[src/hw/t16_pkg.sv]
// Constants shared by the 16-bit timer control block
package t16_pkg;
  // ----------------------------------------------------------------
  // Register indices (byte address = 4 * index)
  // ----------------------------------------------------------------
  localparam logic [3:0] IDX_CTRL_TWO = 4'h1;  // Control two
  localparam logic [3:0] IDX_CTRL_ONE = 4'h2;  // Control one
  localparam logic [3:0] IDX_FLAGS    = 4'h3;  // Flags and freeze
  localparam logic [3:0] IDX_CAP1_HI  = 4'h4;  // Capture one high
  localparam logic [3:0] IDX_CAP1_LO  = 4'h5;  // Capture one low
  localparam logic [3:0] IDX_CMP1_HI  = 4'h6;  // Compare one high
  localparam logic [3:0] IDX_CMP1_LO  = 4'h7;  // Compare one low
  localparam logic [3:0] IDX_CMP2_HI  = 4'h8;  // Compare two high
  localparam logic [3:0] IDX_CMP2_LO  = 4'h9;  // Compare two low
  localparam logic [3:0] IDX_CNT_HI   = 4'hA;  // Counter high
  localparam logic [3:0] IDX_CNT_LO   = 4'hB;  // Counter low
  localparam logic [3:0] IDX_ACNT_HI  = 4'hC;  // Alternate counter high
  localparam logic [3:0] IDX_ACNT_LO  = 4'hD;  // Alternate counter low
  localparam logic [3:0] IDX_CAP2_HI  = 4'hE;  // Capture two high
  localparam logic [3:0] IDX_CAP2_LO  = 4'hF;  // Capture two low
  // ----------------------------------------------------------------
  // Control one bit positions
  // ----------------------------------------------------------------
  localparam int C1_CAP_IE  = 7;  // capture_irq_enable
  localparam int C1_CMP_IE  = 6;  // compare_irq_enable
  localparam int C1_OVF_IE  = 5;  // overflow_irq_enable
  localparam int C1_FORCE2  = 4;  // force_compare_two
  localparam int C1_FORCE1  = 3;  // force_compare_one
  localparam int C1_LEVEL2  = 2;  // level_two
  localparam int C1_EDGE1   = 1;  // edge_select_one
  localparam int C1_LEVEL1  = 0;  // level_one
  // ----------------------------------------------------------------
  // Control two bit positions
  // ----------------------------------------------------------------
  localparam int C2_PIN1_EN = 7;  // pin_one_enable
  localparam int C2_PIN2_EN = 6;  // pin_two_enable
  localparam int C2_SPM     = 5;  // single_pulse_mode
  localparam int C2_PWM     = 4;  // pulse-width mode
  localparam int C2_CLK_HI  = 3;  // clock_select msb
  localparam int C2_CLK_LO  = 2;  // clock_select lsb
  localparam int C2_EDGE2   = 1;  // edge_select_two
  localparam int C2_EXT_EDG = 0;  // ext_clock_edge
  // ----------------------------------------------------------------
  // Flag register bit positions
  // ----------------------------------------------------------------
  localparam int FL_CAP1 = 7;  // capture_flag_one
  localparam int FL_CMP1 = 6;  // match_flag_one
  localparam int FL_OVF  = 5;  // overflow_flag
  localparam int FL_CAP2 = 4;  // capture_flag_two
  localparam int FL_CMP2 = 3;  // match_flag_two
  localparam int FL_FRZ  = 2;  // timer_freeze
  // ----------------------------------------------------------------
  // Reset values and clock codes
  // ----------------------------------------------------------------
  localparam logic [7:0]  CTRL_RST  = 8'h00;    // Control reset value
  localparam logic [15:0] CNT_RST   = 16'hFFFC; // Counter start value
  localparam logic [15:0] CNT_TOP   = 16'hFFFF; // Last count before roll
  localparam logic [1:0]  CLK_DIV4  = 2'h0;     // CPU clock / 4
  localparam logic [1:0]  CLK_DIV2  = 2'h1;     // CPU clock / 2
  localparam logic [1:0]  CLK_DIV8  = 2'h2;     // CPU clock / 8
  localparam logic [1:0]  CLK_EXT   = 2'h3;     // External clock
  localparam logic [2:0]  PRE_LAST4 = 3'h3;     // Last prescaler count /4
  localparam logic [2:0]  PRE_LAST2 = 3'h1;     // Last prescaler count /2
  localparam logic [2:0]  PRE_LAST8 = 3'h7;     // Last prescaler count /8
endpackage : t16_pkg

[src/hw/t16_edge.sv]
// Edge detector with selectable polarity for timer pins
`timescale 1ns/10ps
module t16_edge (
  // Clock and reset
  input  wire logic i_clk_sys,
  input  wire logic i_arst_n,
  // Pin and polarity
  input  wire logic i_pin,
  input  wire logic i_rise_sel,
  // Detected edge
  output logic      o_hit
);
  logic pin_q;   // Pin level one cycle ago
  logic seen_q;  // One sample taken since reset

  // ----------------------------------------------------------------
  // Previous level
  // ----------------------------------------------------------------
  always_ff @(posedge i_clk_sys or negedge i_arst_n) begin
    if (!i_arst_n) begin
      pin_q  <= 1'b0;
      seen_q <= 1'b0;
    end else begin
      pin_q  <= i_pin;
      seen_q <= 1'b1;
    end
  end

  // Rising when selected, falling otherwise; no false edge after reset
  assign o_hit = seen_q & (i_rise_sel ? (i_pin & ~pin_q) : (~i_pin & pin_q));
endmodule : t16_edge

[src/hw/t16_ctrl_regs.sv]
// 16-bit timer with captures, compares, pulse modes and APB registers
//
// The register addresses and the APB interface to the registers were decided locally.
`timescale 1ns/10ps
// Function
// - Capture enable gates capture flags onto interrupt
// - Compare enable gates match flags onto interrupt
// - Overflow enable gates overflow flag onto interrupt
// - Force two copies level two to pin
// - Force one copies level one to pin
// - Match two drives level two
// - Pulse modes also drive level two on one
// - Edge select one picks capture one polarity
// - Match one drives level one
// - Pin one enable routes only, compare runs
// - Pin one carries one or both levels
// - Pin two enable routes only, compare runs
// - Single pulse triggered by capture one edge
// - Compare one sets single pulse length
// - Pulse-width: compare one length, two period
// - Clock select: div4, div2, div8, external
// - External code without pin stops counter
// - Edge select two picks capture two polarity
// - External edge bit picks counting transition
// - Three control registers, six data pairs
// - Control two resets zero, fully writable
// - Freeze stops counting, outputs; registers usable
// - Both modes set means pulse-width only
// - Period end sets capture flag, reloads FFFC
module t16_ctrl_regs
  import t16_pkg::*;
#(
  parameter int  ADDR_W  = 8,    // APB address width
  parameter bit  EXT_PIN = 1'b1  // External clock pin present
) (
  // Clock and reset
  input  wire logic              i_clk_sys,
  input  wire logic              i_arst_n,
  // APB slave
  input  wire logic              i_psel,
  input  wire logic              i_penable,
  input  wire logic              i_pwrite,
  input  wire logic [ADDR_W-1:0] i_paddr,
  input  wire logic [31:0]       i_pwdata,
  output logic      [31:0]       o_prdata,
  output logic                   o_pready,
  output logic                   o_pslverr,
  // Timer pins
  input  wire logic              i_capture_in_one,
  input  wire logic              i_capture_in_two,
  input  wire logic              i_ext_count_clock,
  output logic                   o_compare_out_one,
  output logic                   o_compare_one_oe_n,
  output logic                   o_compare_out_two,
  output logic                   o_compare_two_oe_n,
  // Shared interrupt
  output logic                   o_timer_irq
);
  // ----------------------------------------------------------------
  // State
  // ----------------------------------------------------------------
  logic [7:0]  ctrl_one_q;           // Control one
  logic [7:0]  ctrl_two_q;           // Control two
  logic        freeze_q;             // Timer freeze
  logic        cap1_f_q, cap2_f_q;   // Capture flags
  logic        cmp1_f_q, cmp2_f_q;   // Match flags
  logic        ovf_f_q;              // Overflow flag
  logic [4:0]  armed_q;              // Flags seen by a flag read
  logic [15:0] cnt_q;                // Free-running counter
  logic [2:0]  pre_q;                // Prescaler
  logic [15:0] cap1_q, cap2_q;       // Captured values
  logic [15:0] cmp1_q, cmp2_q;       // Compare values
  logic        inh1_q, inh2_q;       // Compare held off after high write
  logic        out1_q, out2_q;       // Compare pin levels
  logic [31:0] rd_d;                 // Read data next
  logic [2:0]  hit;                  // Edge hits: cap1, cap2, ext

  // ----------------------------------------------------------------
  // Decoding
  // ----------------------------------------------------------------
  logic [3:0] idx;       // Register index
  logic       mapped;    // Address hits a register
  logic       acc;       // Access completes this edge
  logic       wr, rd;    // Completing write or read
  assign idx    = i_paddr[5:2];
  assign mapped = (i_paddr[1:0] == 2'h0) && (i_paddr[ADDR_W-1:6] == '0)
                  && (idx != 4'h0);
  assign acc    = i_psel & i_penable & o_pready;
  assign wr     = acc & i_pwrite & mapped;
  assign rd     = acc & ~i_pwrite & mapped;

  // Last prescaler count for a clock code
  function automatic logic [2:0] pre_last(input logic [1:0] sel);
    unique case (sel)
      CLK_DIV2: pre_last = PRE_LAST2;
      CLK_DIV8: pre_last = PRE_LAST8;
      default:  pre_last = PRE_LAST4;
    endcase
  endfunction : pre_last

  // Either access to a register index
  function automatic logic hit_idx(input logic [3:0] i, input logic a);
    hit_idx = a && (idx == i);
  endfunction : hit_idx

  // ----------------------------------------------------------------
  // Modes and events
  // ----------------------------------------------------------------
  logic pwm_on, spm_on;     // Active mode
  logic [1:0] clk_sel;      // Clock select field
  logic tick;               // Counter advances
  logic cap1, cap2;         // Capture events
  logic m1, m2;             // Compare matches
  logic cnt_wr;             // Counter reset by software
  assign pwm_on  = ctrl_two_q[C2_PWM];
  assign spm_on  = ctrl_two_q[C2_SPM] & ~pwm_on;
  assign clk_sel = ctrl_two_q[C2_CLK_HI:C2_CLK_LO];
  assign cap1    = hit[0] & ~pwm_on;
  assign cap2    = hit[1];
  assign cnt_wr  = hit_idx(IDX_CNT_LO, wr) | hit_idx(IDX_ACNT_LO, wr);

  // Counter tick from prescaler or external pin
  always_comb begin
    if (freeze_q) begin
      tick = 1'b0;
    end else if (clk_sel == CLK_EXT) begin
      tick = EXT_PIN & hit[2];
    end else begin
      tick = (pre_q == pre_last(clk_sel));
    end
  end

  // Matches count whatever the pin enables say
  assign m1 = tick & ~inh1_q & (cnt_q == cmp1_q);
  assign m2 = tick & ~inh2_q & (cnt_q == cmp2_q);

  // ----------------------------------------------------------------
  // Pin edge detectors
  // ----------------------------------------------------------------
  logic [2:0] pins, pols;  // Pin levels and rising selects
  assign pins = {i_ext_count_clock, i_capture_in_two, i_capture_in_one};
  assign pols = {ctrl_two_q[C2_EXT_EDG], ctrl_two_q[C2_EDGE2],
                 ctrl_one_q[C1_EDGE1]};
  for (genvar g = 0; g < 3; g++) begin : g_edge
    t16_edge u_edge (
      .i_clk_sys (i_clk_sys),
      .i_arst_n  (i_arst_n),
      .i_pin     (pins[g]),
      .i_rise_sel(pols[g]),
      .o_hit     (hit[g])
    );
  end

  // ----------------------------------------------------------------
  // Control registers
  // ----------------------------------------------------------------
  always_ff @(posedge i_clk_sys or negedge i_arst_n) begin
    if (!i_arst_n) begin
      ctrl_one_q <= CTRL_RST;
      ctrl_two_q <= CTRL_RST;
      freeze_q   <= 1'b0;
    end else begin
      if (hit_idx(IDX_CTRL_ONE, wr)) begin
        ctrl_one_q <= i_pwdata[7:0];
      end
      if (hit_idx(IDX_CTRL_TWO, wr)) begin
        ctrl_two_q <= i_pwdata[7:0];
      end
      if (hit_idx(IDX_FLAGS, wr)) begin
        freeze_q <= i_pwdata[FL_FRZ];
      end
    end
  end

  // ----------------------------------------------------------------
  // Prescaler and counter
  // ----------------------------------------------------------------
  always_ff @(posedge i_clk_sys or negedge i_arst_n) begin
    if (!i_arst_n) begin
      pre_q <= 3'h0;
      cnt_q <= CNT_RST;
    end else if (cnt_wr) begin
      pre_q <= 3'h0;
      cnt_q <= CNT_RST;
    end else begin
      if (!freeze_q) begin
        pre_q <= tick ? 3'h0 : pre_q + 3'h1;
      end
      if (spm_on && cap1) begin
        cnt_q <= CNT_RST;
      end else if (pwm_on && m2) begin
        cnt_q <= CNT_RST;
      end else if (tick) begin
        cnt_q <= cnt_q + 16'h0001;
      end
    end
  end

  // ----------------------------------------------------------------
  // Capture and compare data
  // ----------------------------------------------------------------
  always_ff @(posedge i_clk_sys or negedge i_arst_n) begin
    if (!i_arst_n) begin
      cap1_q <= 16'h0000;
      cap2_q <= 16'h0000;
      cmp1_q <= 16'h0000;
      cmp2_q <= 16'h0000;
      inh1_q <= 1'b0;
      inh2_q <= 1'b0;
    end else begin
      if (cap1) begin
        cap1_q <= cnt_q;
      end
      if (cap2) begin
        cap2_q <= cnt_q;
      end
      // High write holds compare off until low write
      if (hit_idx(IDX_CMP1_HI, wr)) begin
        cmp1_q[15:8] <= i_pwdata[7:0];
        inh1_q       <= 1'b1;
      end else if (hit_idx(IDX_CMP1_LO, wr)) begin
        cmp1_q[7:0] <= i_pwdata[7:0];
        inh1_q      <= 1'b0;
      end
      if (hit_idx(IDX_CMP2_HI, wr)) begin
        cmp2_q[15:8] <= i_pwdata[7:0];
        inh2_q       <= 1'b1;
      end else if (hit_idx(IDX_CMP2_LO, wr)) begin
        cmp2_q[7:0] <= i_pwdata[7:0];
        inh2_q      <= 1'b0;
      end
    end
  end

  // ----------------------------------------------------------------
  // Flags: set beats clear; clear needs a prior flag read
  // ----------------------------------------------------------------
  logic [4:0] flags, set_f, clr_f;  // cap1, cmp1, ovf, cap2, cmp2
  assign flags = {cap1_f_q, cmp1_f_q, ovf_f_q, cap2_f_q, cmp2_f_q};
  assign set_f = {cap1 | (pwm_on & m2),
                  m1 & ~pwm_on,
                  tick & (cnt_q == CNT_TOP),
                  cap2,
                  m2 & ~pwm_on};
  assign clr_f = armed_q & {hit_idx(IDX_CAP1_LO, acc & mapped),
                            hit_idx(IDX_CMP1_LO, acc & mapped),
                            hit_idx(IDX_CNT_LO,  acc & mapped),
                            hit_idx(IDX_CAP2_LO, acc & mapped),
                            hit_idx(IDX_CMP2_LO, acc & mapped)};
  always_ff @(posedge i_clk_sys or negedge i_arst_n) begin
    if (!i_arst_n) begin
      {cap1_f_q, cmp1_f_q, ovf_f_q, cap2_f_q, cmp2_f_q} <= 5'h00;
      armed_q <= 5'h00;
    end else begin
      {cap1_f_q, cmp1_f_q, ovf_f_q, cap2_f_q, cmp2_f_q} <= set_f | (flags & ~clr_f);
      if (hit_idx(IDX_FLAGS, rd)) begin
        armed_q <= flags;
      end else begin
        armed_q <= armed_q & ~clr_f;
      end
    end
  end

  // ----------------------------------------------------------------
  // Compare pin levels
  // ----------------------------------------------------------------
  logic frc1, frc2;  // Force strobes from a control one write
  assign frc1 = hit_idx(IDX_CTRL_ONE, wr) & i_pwdata[C1_FORCE1];
  assign frc2 = hit_idx(IDX_CTRL_ONE, wr) & i_pwdata[C1_FORCE2];
  always_ff @(posedge i_clk_sys or negedge i_arst_n) begin
    if (!i_arst_n) begin
      out1_q <= 1'b0;
      out2_q <= 1'b0;
    end else begin
      if (frc1) begin
        out1_q <= i_pwdata[C1_LEVEL1];
      end else if ((spm_on && cap1) || (pwm_on && m2)) begin
        out1_q <= ctrl_one_q[C1_LEVEL2];
      end else if (m1) begin
        out1_q <= ctrl_one_q[C1_LEVEL1];
      end
      if (frc2) begin
        out2_q <= i_pwdata[C1_LEVEL2];
      end else if (m2 && !pwm_on) begin
        out2_q <= ctrl_one_q[C1_LEVEL2];
      end
    end
  end

  // ----------------------------------------------------------------
  // Pin drive and shared interrupt
  // ----------------------------------------------------------------
  always_ff @(posedge i_clk_sys or negedge i_arst_n) begin
    if (!i_arst_n) begin
      o_compare_out_one  <= 1'b0;
      o_compare_out_two  <= 1'b0;
      o_compare_one_oe_n <= 1'b1;
      o_compare_two_oe_n <= 1'b1;
      o_timer_irq        <= 1'b0;
    end else begin
      o_compare_out_one  <= out1_q;
      o_compare_out_two  <= out2_q;
      o_compare_one_oe_n <= ~(ctrl_two_q[C2_PIN1_EN] & ~freeze_q);
      o_compare_two_oe_n <= ~(ctrl_two_q[C2_PIN2_EN] & ~freeze_q);
      o_timer_irq <= (ctrl_one_q[C1_CAP_IE] & (cap1_f_q | cap2_f_q))
                   | (ctrl_one_q[C1_CMP_IE] & (cmp1_f_q | cmp2_f_q))
                   | (ctrl_one_q[C1_OVF_IE] & ovf_f_q);
    end
  end

  // ----------------------------------------------------------------
  // Read mux over all registers
  // ----------------------------------------------------------------
  always_comb begin
    rd_d = 32'h0000_0000;
    unique case (idx)
      IDX_CTRL_ONE: rd_d[7:0] = ctrl_one_q;
      IDX_CTRL_TWO: rd_d[7:0] = ctrl_two_q;
      IDX_FLAGS:    rd_d[7:0] = {flags, freeze_q, 2'h0};
      IDX_CAP1_HI:  rd_d[7:0] = cap1_q[15:8];
      IDX_CAP1_LO:  rd_d[7:0] = cap1_q[7:0];
      IDX_CMP1_HI:  rd_d[7:0] = cmp1_q[15:8];
      IDX_CMP1_LO:  rd_d[7:0] = cmp1_q[7:0];
      IDX_CMP2_HI:  rd_d[7:0] = cmp2_q[15:8];
      IDX_CMP2_LO:  rd_d[7:0] = cmp2_q[7:0];
      IDX_CNT_HI,
      IDX_ACNT_HI:  rd_d[7:0] = cnt_q[15:8];
      IDX_CNT_LO,
      IDX_ACNT_LO:  rd_d[7:0] = cnt_q[7:0];
      IDX_CAP2_HI:  rd_d[7:0] = cap2_q[15:8];
      IDX_CAP2_LO:  rd_d[7:0] = cap2_q[7:0];
      default:      rd_d = 32'h0000_0000;
    endcase
  end

  // ----------------------------------------------------------------
  // APB answer: one wait state, error on unmapped address
  // ----------------------------------------------------------------
  always_ff @(posedge i_clk_sys or negedge i_arst_n) begin
    if (!i_arst_n) begin
      o_pready  <= 1'b0;
      o_pslverr <= 1'b0;
      o_prdata  <= 32'h0000_0000;
    end else begin
      o_pready  <= i_psel & i_penable & ~o_pready;
      o_pslverr <= i_psel & i_penable & ~o_pready & ~mapped;
      o_prdata  <= (i_psel & i_penable & ~o_pready & ~i_pwrite) ? rd_d : 32'h0000_0000;
    end
  end
endmodule : t16_ctrl_regs

[config.mk]
export PLATFORM = sky130hd
export DESIGN_NAME = t16_ctrl_regs
export DESIGN_NICKNAME = d
export VERILOG_FILES = /design/src/hw/t16_pkg.sv /design/src/hw/t16_edge.sv /design/src/hw/t16_ctrl_regs.sv
export SDC_FILE = /design/constraint.sdc
export NUM_CORES = 1
export LEC_CHECK = 0
export ABC_AREA = 1
export ABC_CLOCK_PERIOD_IN_PS = 1600
export BUFFER_PORTS_ARGS = -buffer_cell sky130_fd_sc_hd__buf_2
export CAP_MARGIN = 20
export CORE_MARGIN = 8
export CORE_UTILIZATION = 45
export CTS_CLUSTER_DIAMETER = 100
export DETAILED_ROUTE_END_ITERATION = 7
export PLACE_DENSITY_LB_ADDON = 0.05
export SLEW_MARGIN = 25
export SYNTH_ARGS = -nofsm -noshare
export SYNTH_HDL_FRONTEND = slang
export SYNTH_SLANG_ARGS = --single-unit
[constraint.sdc]
create_clock -name i_clk_sys -period 1.6 [get_ports i_clk_sys]
set_input_delay 0.24 -clock i_clk_sys [delete_from_list [all_inputs] [get_ports i_clk_sys]]
set_output_delay 0.24 -clock i_clk_sys [all_outputs]
set_load 0.02 [all_outputs]
# Word level (Yosys, flattened, before mapping)

Cells that the tools add are included.

Register bits after elaboration: 133
Output and inout bits: 39
Logic and storage cells: 183

Add/subtract/negate cells: 2
Equal/unequal tests: 23
Muxes and demuxes: 27
Bitwise operators: 64
Reduce and logical (&&, ||, !) cells: 34

Operators by type and width:

| cell                                                 | count |
|---|---|
| one-hot mux 8 bit (13 select lines)                  | 1 |
| two-way mux 16 bit                                   | 4 |
| AND 1 bit                                            | 36 |
| equality test 16 bit                                 | 2 |
| equality test 4 bit (second input constant)          | 8 |
| logical AND 1 bit                                    | 20 |
| NOT 1 bit                                            | 17 |
| adder 16 x 1 -> 16 bit (second input constant)       | 1 |
| equality test 16 bit (second input constant)         | 1 |
| equality test 4 x 3 -> 1 bit (second input constant) | 4 |
| AND 5 bit                                            | 3 |
| two-way mux 3 bit                                    | 5 |
| two-way mux 1 bit                                    | 14 |
| equality test 4 x 2 -> 1 bit (second input constant) | 2 |
| two-way mux 8 bit                                    | 1 |
| nonzero test 4 bit                                   | 2 |
| bitwise OR 1 bit                                     | 6 |
| one-hot mux 3 bit (2 select lines)                   | 1 |
| nonzero test 2 bit                                   | 3 |
| two-way mux 5 bit                                    | 1 |
| NOT 5 bit                                            | 1 |
| bitwise OR 5 bit                                     | 1 |
| equality test 2 bit (second input constant)          | 2 |
| equality test 4 x 1 -> 1 bit (second input constant) | 1 |
| other kinds (10)                                     | 13 |

# Longest topological paths before layout

Gate-level depths: netlist (run 1).

Depth after elaboration: 13
Depth in mapped cells: 14
Depth with buffers taken out: 14

# By module

Synthesis (run 1) repeated with hierarchy kept, for this count alone.

Cell total of the unflattened synthesis: 925
Area total of the unflattened synthesis: 7079.3 um^2

Modules (own cells, without submodules):

| module        | times used | cells an instance | area each (um^2) | seq. area each (um^2) |
|---|---|---|---|---|
| t16_ctrl_regs | 1          | 892               | 6827.8           | 3248.1 |
| t16_edge      | 3          | 11                | 83.8             | 50.0 |

# Worst setup path after synthesis (run 1)

OpenSTA, ideal clock, no wires.

Kind: register to register
Start point: register cnt_q[3]
End point: register cnt_q[14]
Library setup time: 0.062 ns
Arrival: 1.556 ns
Path slack: -0.018 ns
Cell stages (with the launch flop): 12
Buffers on the path: 2
Clock period less this slack: 1.618 ns
Cells stage by stage: dfstp_2 buf_2 xnor2_1 nand2_1 nor2_1 nand2_1 nor2_2 nand3_2 nand2_2 nor2_4 buf_6 nand3_2

Word-level cells in the longest chain between the ends: 6
Elaborated cells on any way between the ends: 9

RTL lines:

| element                                                        | RTL line             | text |
|---|---|---|
| start: declaration                                             | t16_ctrl_regs.sv:69  | `logic [15:0] cnt_q;` |
| start signal: assignment                                       | t16_ctrl_regs.sv:194 | `cnt_q <= cnt_q + 16'h0001;` |
| branches (longest 6 deep; another with adder 16 x 1 -> 16 bit) | n/a                  |  |

Parallel ways; which one is timed is not known. The select of a mux whose other input is x is not followed.
A chain may end at the register's enable or synchronous reset.

# Final worst setup path (run 1)

Start point: register cnt_q[4]
End point: register cnt_q[7]

The elaborated chain is that of the path after synthesis.

==> metrics.csv, run 1 <==
metric,value,unit
syn_avg_cell_area,8.33,um^2
ff_latch_area,3350,um^2
start_util,45.4,%
power_density,1110,nW/um^2
path_clk_slew,60,ps
power.net_switching,3.15,mW
netlist_instances,853,
grt_pass1_vias,6500,
cts.sinks,133,
synthAdderAreaFrac,0.352,%
multi_input_area,3320,um^2
yosys.area.top_type,dfrtp_1,
finalSetupViolations,22,
pwr-share-comb,23.5,%
path_max_fanout,7,
ys_seq_area_share,47.1,%
pwr-share-seq,37.8,%
clk_latency,420,ps
core,15700,um^2
fin_util,60.4,%
r2r_slack,-220,ps
holdWs,46.6,ps
nets,1094,
dieHeight,142,um
holdCritPathClass,primary input to flop,
min_path_cells,3,
antenna_found_initial,0,
crit_arrival,2170,ps
yosysMostFrequentCell,nand2_1,
vias_per_cell,5.18,
vias,6599,
grt_pass1_wl,36.5,mm
pin_count,87,
rsz0062_at_grt,yes,
post-place-ws,-200,ps
r2r_cells,11,
yosysWarnings,0,
synth_cell_type_count,51,
synthArstFlopShare,100,%
synth_area_leaders,"dfrtp_1 41%, nand2_1 14%, dfstp_2 5.9%",
startpoint_type,flop,
synthFlopType,dfrtp_1,
synth_top_family_by_area,simple AND/OR/NAND/NOR gates,
finalPower,10.5,mW
worst_slack,-217,ps
drive_above_1_share,32.6,%
rows,46,
ir_drop,763,uV
clkPwrFrac,38.8,%
required,1950,ps
post_dp_cell_area,8490,um^2
grt_max_degree,44,
nFillCells,1402,
drc,0,
crit_type,flop to flop,
p_int,7.31,mW
antenna_left,0,
syn_to_final_growth,33.1,%
synth_xor_area_share,2.83,%
ys_ff_latch,133,
status,"complete, but fails checks",
grt_overflow,0,
cts-root-buf,clkbuf_16,
clk_path_buf_depth,2,
muxShareOfSynthArea,0,%
p_leak,4.67,nW
drt_first_pass_iters,6,
yosysTopAreaCellShare,41.2,%
slew_headroom,67.1,%
finalCritPeriodShare,114,%
dieArea,20100,um^2
skew,8.62,ps
fmaxAchievable,550,MHz
cap_viol_max_count,0,
synth-simple-area-share,25.2,%
cts_tree,done,
p_sw_share,30.1,%
wl_per_cell,19.0,um
critPathCaptureType,flop,
grt_use_total,24.3,%
synth-edff-count,0,
final-max-slew-violation-count,0,
finalHoldViolCount,0,
n_antenna_cell,0,
io_buffers,38,
numCtsBuffers,17,
period_needed,1820,ps
tightest_slew,489,ps
violations,setup timing,
drtIter0Drc,609,
htree_num_levels,4,
netlist_area,7110,um^2
chipWidth,142,um
hpwl,18.5,mm
synth_compound_area_share,14.6,%
gp_congestion,0.924,
final_area,9460,um^2
drt-total-wl,24.2,mm
synth_common_cells,"257 x nand2_1, 117 x dfrtp_1, 91 x inv_1",
area by class of cell:
type | instances | share of cell area [%]
flip-flops and latches | 133 | 35.4
multi-input cells | 598 | 35.1
repair buffers | 193 | 16.0
clock buffers | 20 | 4.83
inverters | 101 | 4.11
well taps | 216 | 2.86
clock inverters | 12 | 1.60
metal layers:
metal | up-vias | share of wire [%] | global-route usage, %
met5 | - | 0 | 0
met4 | 0 | 3.1 | 8.71
met3 | 53 | 6.3 | 5.14
met2 | 215 | 48 | 40.4
met1 | 3227 | 43 | 30.7
li1 | 3104 | - | -
power groups by stage:
stage / Combinational (mW) / Sequential [mW] / Clock (mW)
2_1_floorplan: 1.17 / 3.92 / 0
3_3_place_gp: 2.15 / 3.98 / 0
3_5_place_dp: 2.18 / 3.99 / 0
4_1_cts: 2.33 / 3.94 / 4.10
5_1_grt: 2.66 / 3.98 / 4.26
6_report: 2.45 / 3.95 / 4.06
metrics by stage:
stage	std cells	setup TNS, ps
floorplan	876	0
global placement	1223	-3030
detailed placement	1223	-4340
CTS	1269	-1910
global route	1273	-4880
finish	1273	-2920
path summary, 6_finish.rpt:
check / start / end
hold reg to reg: out2_q$_DFFE_PN0P_ / o_compare_out_two$_DFF_PN0_
hold / removal: i_pwdata[5] / cmp1_q[5]$_DFFE_PN0P_
setup reg to reg: cnt_q[4]$_DFFE_PN1P_ / cnt_q[7]$_DFFE_PN1P_
setup / recovery: cnt_q[4]$_DFFE_PN1P_ / cnt_q[7]$_DFFE_PN1P_
max in group asynchronous: i_arst_n / cnt_q[3]$_DFFE_PN1P_
min in group asynchronous: i_arst_n / cap2_q[7]$_DFFE_PN0P_
cells by family after synthesis:
kind of cell	Yosys count
flops	133
xor+xnor	23
other cells	2
fa+ha+maj	2
buf+inv	146
compound gates	167
simple gates	380
cell usage in the layout (no fill, tap or decap), drive strengths merged, types with 4 or more instances in the layout:
| cell | instances |
|---|---|
| conb | 25 |
| nand4 | 7 |
| dlygate4sd3 | 4 |
| nand2 | 269 |
| nand3 | 35 |
| inv | 103 |
| o22ai | 12 |
| dfrtp | 117 |
| xnor2 | 19 |
| clkinv | 5 |
| a22o | 4 |
| xor2 | 4 |
| clkbuf | 20 |
| buf | 189 |
| a31oi | 4 |
| dfstp | 16 |
| nor3 | 13 |
| a21oi | 20 |
| nor2 | 50 |
| o21ai | 104 |
| o211ai | 4 |
| o2111ai | 7 |
state kept, by name, summed over array words and instances (netlist names), 3 cells and up:
signal,cells
cap2_q,16
g_edge.u_edge.pin_q,3
pre_q,3
cmp1_q,16
ctrl_two_q,8
ctrl_one_q,8
cap1_q,16
cmp2_q,16
armed_q,5
o_prdata,8
cnt_q,16
critical path: stages (launching register included):
cell and delay, ps:
dfstp_2 610, xnor2_1 140, nand2_1 70, nor2_1 110, nand2_1 80, nor2_2 140, nand3_2 110, nand2_4 120
nor2_4 50, buf_12 140, buf_12 120, o21ai_2 50
what timing repair did:
| action | 4_1_cts | 5_1_grt |
|---|---|---|
| hold buffers | 4 | 0 |
| hold endpoints to repair | 28 | 0 |
| pin swaps | 12 | 11 |
| buffers inserted | 10 | 3 |
| resized for setup | 29 | 25 |
| gates cloned | 0 | 1 |
| endpoints found under the setup margin | 23 | 44 |
Power figures use the tool's default switching activity.
==> run 2, diff against run 1 <==
CTS_CLUSTER_SIZE = 14   (was default)
SETUP_SLACK_MARGIN = 0.15   (was default)
==> run 2 against run 1 <==
  * The run still ends with setup timing left
  * Non-clock buffer count up 15
  * Core utilization up 2.6 points
  * Sequential share of layout area down 1.5 points
  * Power down 3.2%
  * Clock-buffer cell count up 2
  * Hold slack worse by 9.2 ps
  * Flip-flop and latch count unchanged
  * Combinational power up 2%
  * Via count up 1.4%
  * Critical path type unchanged
  * Highest routed layer is now met5
==> metrics.csv, run 2 (synthesized netlist as in run 1, its figures left out) <==
metric,value,unit,change
status,"complete, but fails checks",,unchanged
violations,setup timing,,unchanged
layout_common_cells,"240 x nand2_1, 136 x buf_4, 115 x dfrtp_1",,"was 242 x nand2_1, 135 x buf_4, 115 x dfrtp_1"
crit_type,flop to flop,,unchanged
cts_tree,done,,unchanged
cap_viol_max_count,0,,unchanged
drt_first_pass_iters,5,,was 6
finalCritPeriodShare,113,%,was 114%
pin_count,87,,unchanged
start_util,45.4,%,unchanged
vias,6689,,"was 6,599"
grt_overflow,0,,unchanged
gp_congestion,0.937,,was 0.924
period_needed,1800,ps,was 1820 ps
hp-start,i_pwdata[5],,unchanged
nFillCells,1352,,"was 1,402"
rows,46,,unchanged
wl_per_cell,19.5,um,was 19.0 um
required,1960,ps,was 1950 ps
final-max-slew-violation-count,0,,unchanged
cts-root-buf,clkbuf_16,,unchanged
grt_pass1_vias,6608,,"was 6,500"
drt-total-wl,25.1,mm,was 24.2 mm
grt_max_degree,78,,was 44
min_path_cells,3,,unchanged
grt_pass1_wl,37.7,mm,was 36.5 mm
power_density,1030,nW/um^2,was 1110 nW/um^2
clk_latency,430,ps,was 420 ps
drive_above_1_share,36.6,%,was 32.6%
timing.rr.start,cnt_q[4]$_DFFE_PN1P_,,unchanged
dp_cells,1225,,"was 1,223"
skew,8.49,ps,was 8.62 ps
final_area,9870,um^2,was 9460 um^2
holdCritPathClass,primary input to flop,,unchanged
finalHoldViolCount,0,,unchanged
r2r_cells,8,,was 11
r2r_slack,-200,ps,was -220 ps
antenna_found_initial,2,,was 0
ir_drop,845,uV,was 763 uV
dieHeight,142,um,unchanged
htree_num_levels,4,,unchanged
layout_commonest_cell,nand2_1,,unchanged
core,15700,um^2,unchanged
cts.sinks,133,,unchanged
n_antenna_cell,0,,unchanged
p_leak,4.77,nW,was 4.67 nW
dieArea,20100,um^2,unchanged
clk_path_buf_depth,2,,unchanged
hold_end,cmp1_q[5]$_DFFE_PN0P_,,unchanged
rsz0062_at_grt,yes,,unchanged
setup_tns,-2780,ps,was -2920 ps
critPathCaptureType,flop,,unchanged
grt_use_total,25.4,%,was 24.3%
finalSetupViolations,21,,was 22
antenna_left,0,,unchanged
fin_util,63.1,%,was 60.4%
path_max_fanout,5,,was 7
io_buffers,38,,unchanged
worst_slack,-205,ps,was -217 ps
crit_arrival,2170,ps,about the same
fin_cells,1289,,"was 1,273"
post_dp_cell_area,8500,um^2,was 8490 um^2
syn_to_final_growth,38.9,%,was 33.1%
vias_per_cell,5.19,,was 5.18
drc,0,,unchanged
chipWidth,142,um,unchanged
numCtsBuffers,17,,unchanged
drtIter0Drc,546,,was 609
fmaxAchievable,554,MHz,was 550 MHz
r2r_end,ovf_f_q$_DFF_PN0_,,was cnt_q[7]$_DFFE_PN1P_
nets,1111,,"was 1,094"
startpoint_type,flop,,unchanged
ff_latch_area,3350,um^2,unchanged
path_clk_slew,60,ps,about the same
multi_input_area,3600,um^2,was 3320 um^2
hpwl,18.4,mm,was 18.5 mm
run 2: worst max-delay path: stages, from the launching register on:
cell and delay, ps:
dfstp_2 620, nand2_4 90, inv_2 70, nand4_4 90
nor3_4 160, nand3_2 140, nor3_4 170, nand4_1 260
nand2_1 130
run 2: timing repair:
item	CTS	global route
setup endpoints to repair	50	78
setup buffers	12	13
resized for setup	54	74
gates cloned	2	2
hold buffers	4	0
endpoints found under the hold margin	120	0
pin swaps	23	20
run 2: metrics by stage:
step | total power [mW] | setup WS (ps) | hold slack [ps]
2_1_floorplan | 5.14 | 48.8 | -55.6
5_1_grt | 10.5 | -284 | 88.7
3_5_place_dp | 6.14 | -220 | 26.1
3_3_place_gp | 6.10 | -174 | 25.5
6_report | 10.1 | -205 | 37.4
4_1_cts | 9.90 | -181 | 37.0
run 2: worst max path at each step:
stage	slack (ps)	startpoint	depth (start not counted)	endpoint
after floorplan	50	cnt_q[3]$_DFFE_PN1P_	11	cnt_q[14]$_DFFE_PN1P_
after global placement	-170	cnt_q[15]$_DFFE_PN1P_	11	cnt_q[4]$_DFFE_PN1P_
after detailed placement	-220	cnt_q[4]$_DFFE_PN1P_	9	cnt_q[4]$_DFFE_PN1P_
after CTS	-180	cnt_q[12]$_DFFE_PN1P_	11	cnt_q[9]$_DFFE_PN1P_
after global routing	-280	cnt_q[3]$_DFFE_PN1P_	8	ovf_f_q$_DFF_PN0_
final	-200	cnt_q[4]$_DFFE_PN1P_	8	ovf_f_q$_DFF_PN0_
run 2: layer usage:
| metal | routed length (um) | part of all wire (%) | GRT usage [%] |
|---|---|---|---|
| met4 | 836 | 3.3 | 11.5 |
| met1 | 10400 | 41 | 32.9 |
| met2 | 11900 | 48 | 39.7 |
| met3 | 1890 | 7.5 | 5.75 |
| met5 | 25 | 0.10 | 0 |
run 2: area by class of cell:
cell class | count | share of cell area (%)
inverters | 101 | 4.17
repair buffers | 208 | 17.2
multi-input cells | 600 | 36.5
well taps | 216 | 2.74
clock inverters | 9 | 0.811
flip-flops and latches | 133 | 33.9
clock buffers | 22 | 4.70
run 2: power breakdown:
| group | switching [mW] | total (mW) | internal, mW |
|---|---|---|---|
| registers | 0.260 | 3.95 | 3.69 |
| logic | 1.40 | 2.49 | 1.09 |
| clock network | 1.48 | 3.68 | 2.20 |
| total | 3.14 | 10.1 | 6.98 |
==> run 3, diff against run 2 <==
ABC_CLOCK_PERIOD_IN_PS = 1700   (was 1600)
clock period = 1.7 ns   (was 1.6 ns; I/O delays follow)
==> run 3 against run 2 <==
  * Largest power group is now the clock network
  * Hold slack improved by 23 ps
  * Combinational power fell by 3%
  * Sequential power decreased by 5.8%
  * Highest routed layer is now met4
  * Setup slack better by 59 ps
  * Clock power increased by 3%
  * The flow still finishes with violations (setup timing)
  * Register-to-register slack improved by 60 ps
  * Die area unchanged
  * Wire length shrank 3.0%
  * Final area fell by 2.9%
==> metrics.csv, run 3 (synthesized netlist as in run 1, its figures left out) <==
metric,value,unit,change
numCtsBuffers,17,,unchanged
vias,6531,,"was 6,689"
required,2070,ps,was 1960 ps
layout_common_cells,"245 x nand2_1, 115 x dfrtp_1, 115 x buf_4",,"was 240 x nand2_1, 136 x buf_4, 115 x dfrtp_1"
drt_first_pass_iters,5,,unchanged
crit_arrival,2210,ps,was 2170 ps
p_int,6.93,mW,was 6.98 mW
power.net_switching,2.99,mW,was 3.14 mW
drtIter0Drc,330,,was 546
cts_tree,done,,unchanged
start_util,45.4,%,unchanged
io_buffers,38,,unchanged
hpwl,18.3,mm,was 18.4 mm
critPathCaptureType,flop,,unchanged
finalHoldViolCount,0,,unchanged
dieArea,20100,um^2,unchanged
grt_overflow,0,,unchanged
antenna_left,0,,unchanged
violations,setup timing,,unchanged
rsz0062_at_grt,yes,,unchanged
holdWs,60.5,ps,was 37.4 ps
finalSetupViolations,21,,unchanged
path_max_fanout,4,,was 5
chipWidth,142,um,unchanged
hp-start,i_pwdata[7],,was i_pwdata[5]
nets,1084,,"was 1,111"
rows,46,,unchanged
pin_count,87,,unchanged
syn_to_final_growth,34.9,%,was 38.9%
drt-total-wl,24.3,mm,was 25.1 mm
p_leak,4.62,nW,was 4.77 nW
status,"complete, but fails checks",,unchanged
drive_above_1_share,33.0,%,was 36.6%
crit_type,flop to flop,,unchanged
ff_latch_area,3350,um^2,unchanged
clk_path_buf_depth,2,,unchanged
clkPwrFrac,38.2,%,was 36.3%
gp_congestion,0.928,,was 0.937
finalCritPeriodShare,109,%,was 113%
layout_commonest_cell,nand2_1,,unchanged
dieHeight,142,um,unchanged
pwr-share-comb,24.2,%,was 24.6%
skew,7.10,ps,was 8.49 ps
drc,0,,unchanged
cts.sinks,133,,unchanged
htree_num_levels,4,,unchanged
power_density,1040,nW/um^2,was 1030 nW/um^2
multi_input_area,3480,um^2,was 3600 um^2
grt_pass1_wl,36.3,mm,was 37.7 mm
grt_pass1_vias,6395,,"was 6,608"
vias_per_cell,5.17,,was 5.19
timing.rr.start,cnt_q[2]$_DFFE_PN1P_,,was cnt_q[4]$_DFFE_PN1P_
post-place-ws,-116,ps,was -220 ps
grt_max_degree,49,,was 78
holdCritPathClass,primary input to flop,,unchanged
wl_per_cell,19.3,um,was 19.5 um
core,15700,um^2,unchanged
p_sw_share,30.2,%,was 31.1%
final-max-slew-violation-count,0,,unchanged
ir_drop,835,uV,was 845 uV
period_needed,1850,ps,was 1800 ps
cap_viol_max_count,0,,unchanged
fmaxAchievable,542,MHz,was 554 MHz
startpoint_type,flop,,unchanged
crit_start,cnt_q[2]$_DFFE_PN1P_,,was cnt_q[4]$_DFFE_PN1P_
nFillCells,1408,,"was 1,352"
path_clk_slew,60,ps,about the same
grt_use_total,24.3,%,was 25.4%
clk_latency,430,ps,about the same
worst_slack,-145,ps,was -205 ps
cts-root-buf,clkbuf_16,,unchanged
pwr-share-seq,37.5,%,was 39.0%
slew_headroom,65.2,%,
tightest_slew,522,ps,
antenna_found_initial,0,,was 2
run 3: power by group through the flow:
stage	combinational, mW	clock [mW]	sequential (mW)
global placement	1.99	0	3.76
CTS	2.13	3.83	3.73
finish	2.41	3.79	3.72
global route	2.61	3.97	3.76
detailed placement	2.03	0	3.78
floorplan	1.15	0	3.69
run 3: critical path: stages, from the launching register on:
cell and delay (ps):
dfstp_2 600, buf_12 120, xnor2_2 100, nand2_1 60, nor2_1 120, nand2_1 100
nor2_4 120, buf_4 120, buf_4 110, a21oi_1 80, a21oi_2 140, a21o_1 100
run 3: path summary, 6_finish.rpt:
path	slack [ps]	end	depth (start not counted)
setup reg to reg	-150	cap1_f_q$_DFF_PN0_	11
setup / recovery	-150	cap1_f_q$_DFF_PN0_	11
hold reg to reg	390	o_compare_out_one$_DFF_PN0_	0
max in group asynchronous	740	cnt_q[4]$_DFFE_PN1P_	3
hold / removal	60	cmp1_q[7]$_DFFE_PN0P_	3
min in group asynchronous	350	cap2_q[15]$_DFFE_PN0P_	2
run 3: final cells by class:
type	instances	share of cell area, %
multi-input combinational	600	36.3
antenna	1	0.0261
clock buffer	20	4.66
tap	216	2.82
clock inverter	12	1.62
timing repair buffer	181	15.4
inverter	101	4.18
sequential	133	35.0
run 3: layer usage:
metal	share of wire (%)	vias up	track usage, %
met4	4.2	0	11.4
met2	47	220	38.8
met1	42	3167	30.9
met3	7.1	56	5.44
met5	0	-	0
li1	-	3088	-
run 3: timing repair:
action | in CTS | in global routing
buffers inserted | 9 | 12
setup endpoints to repair | 50 | 83
gates resized for setup | 27 | 58
endpoints found under the hold margin | 44 | 0
hold buffers | 4 | 0
gates cloned | 0 | 3
pin swaps | 7 | 18
run 3: per-stage QoR:
stage	TNS, ps	instances	area [um^2]	utilization, %	total power, mW
2_1_floorplan	0	876	7240	-	4.84
3_3_place_gp	-645	1203	8340	53.3	5.76
3_5_place_dp	-1040	1203	8340	53.3	5.81
4_1_cts	-213	1248	9160	58.5	9.68
5_1_grt	-2990	1263	9580	61.2	10.3
6_report	-1480	1264	9580	61.2	9.92
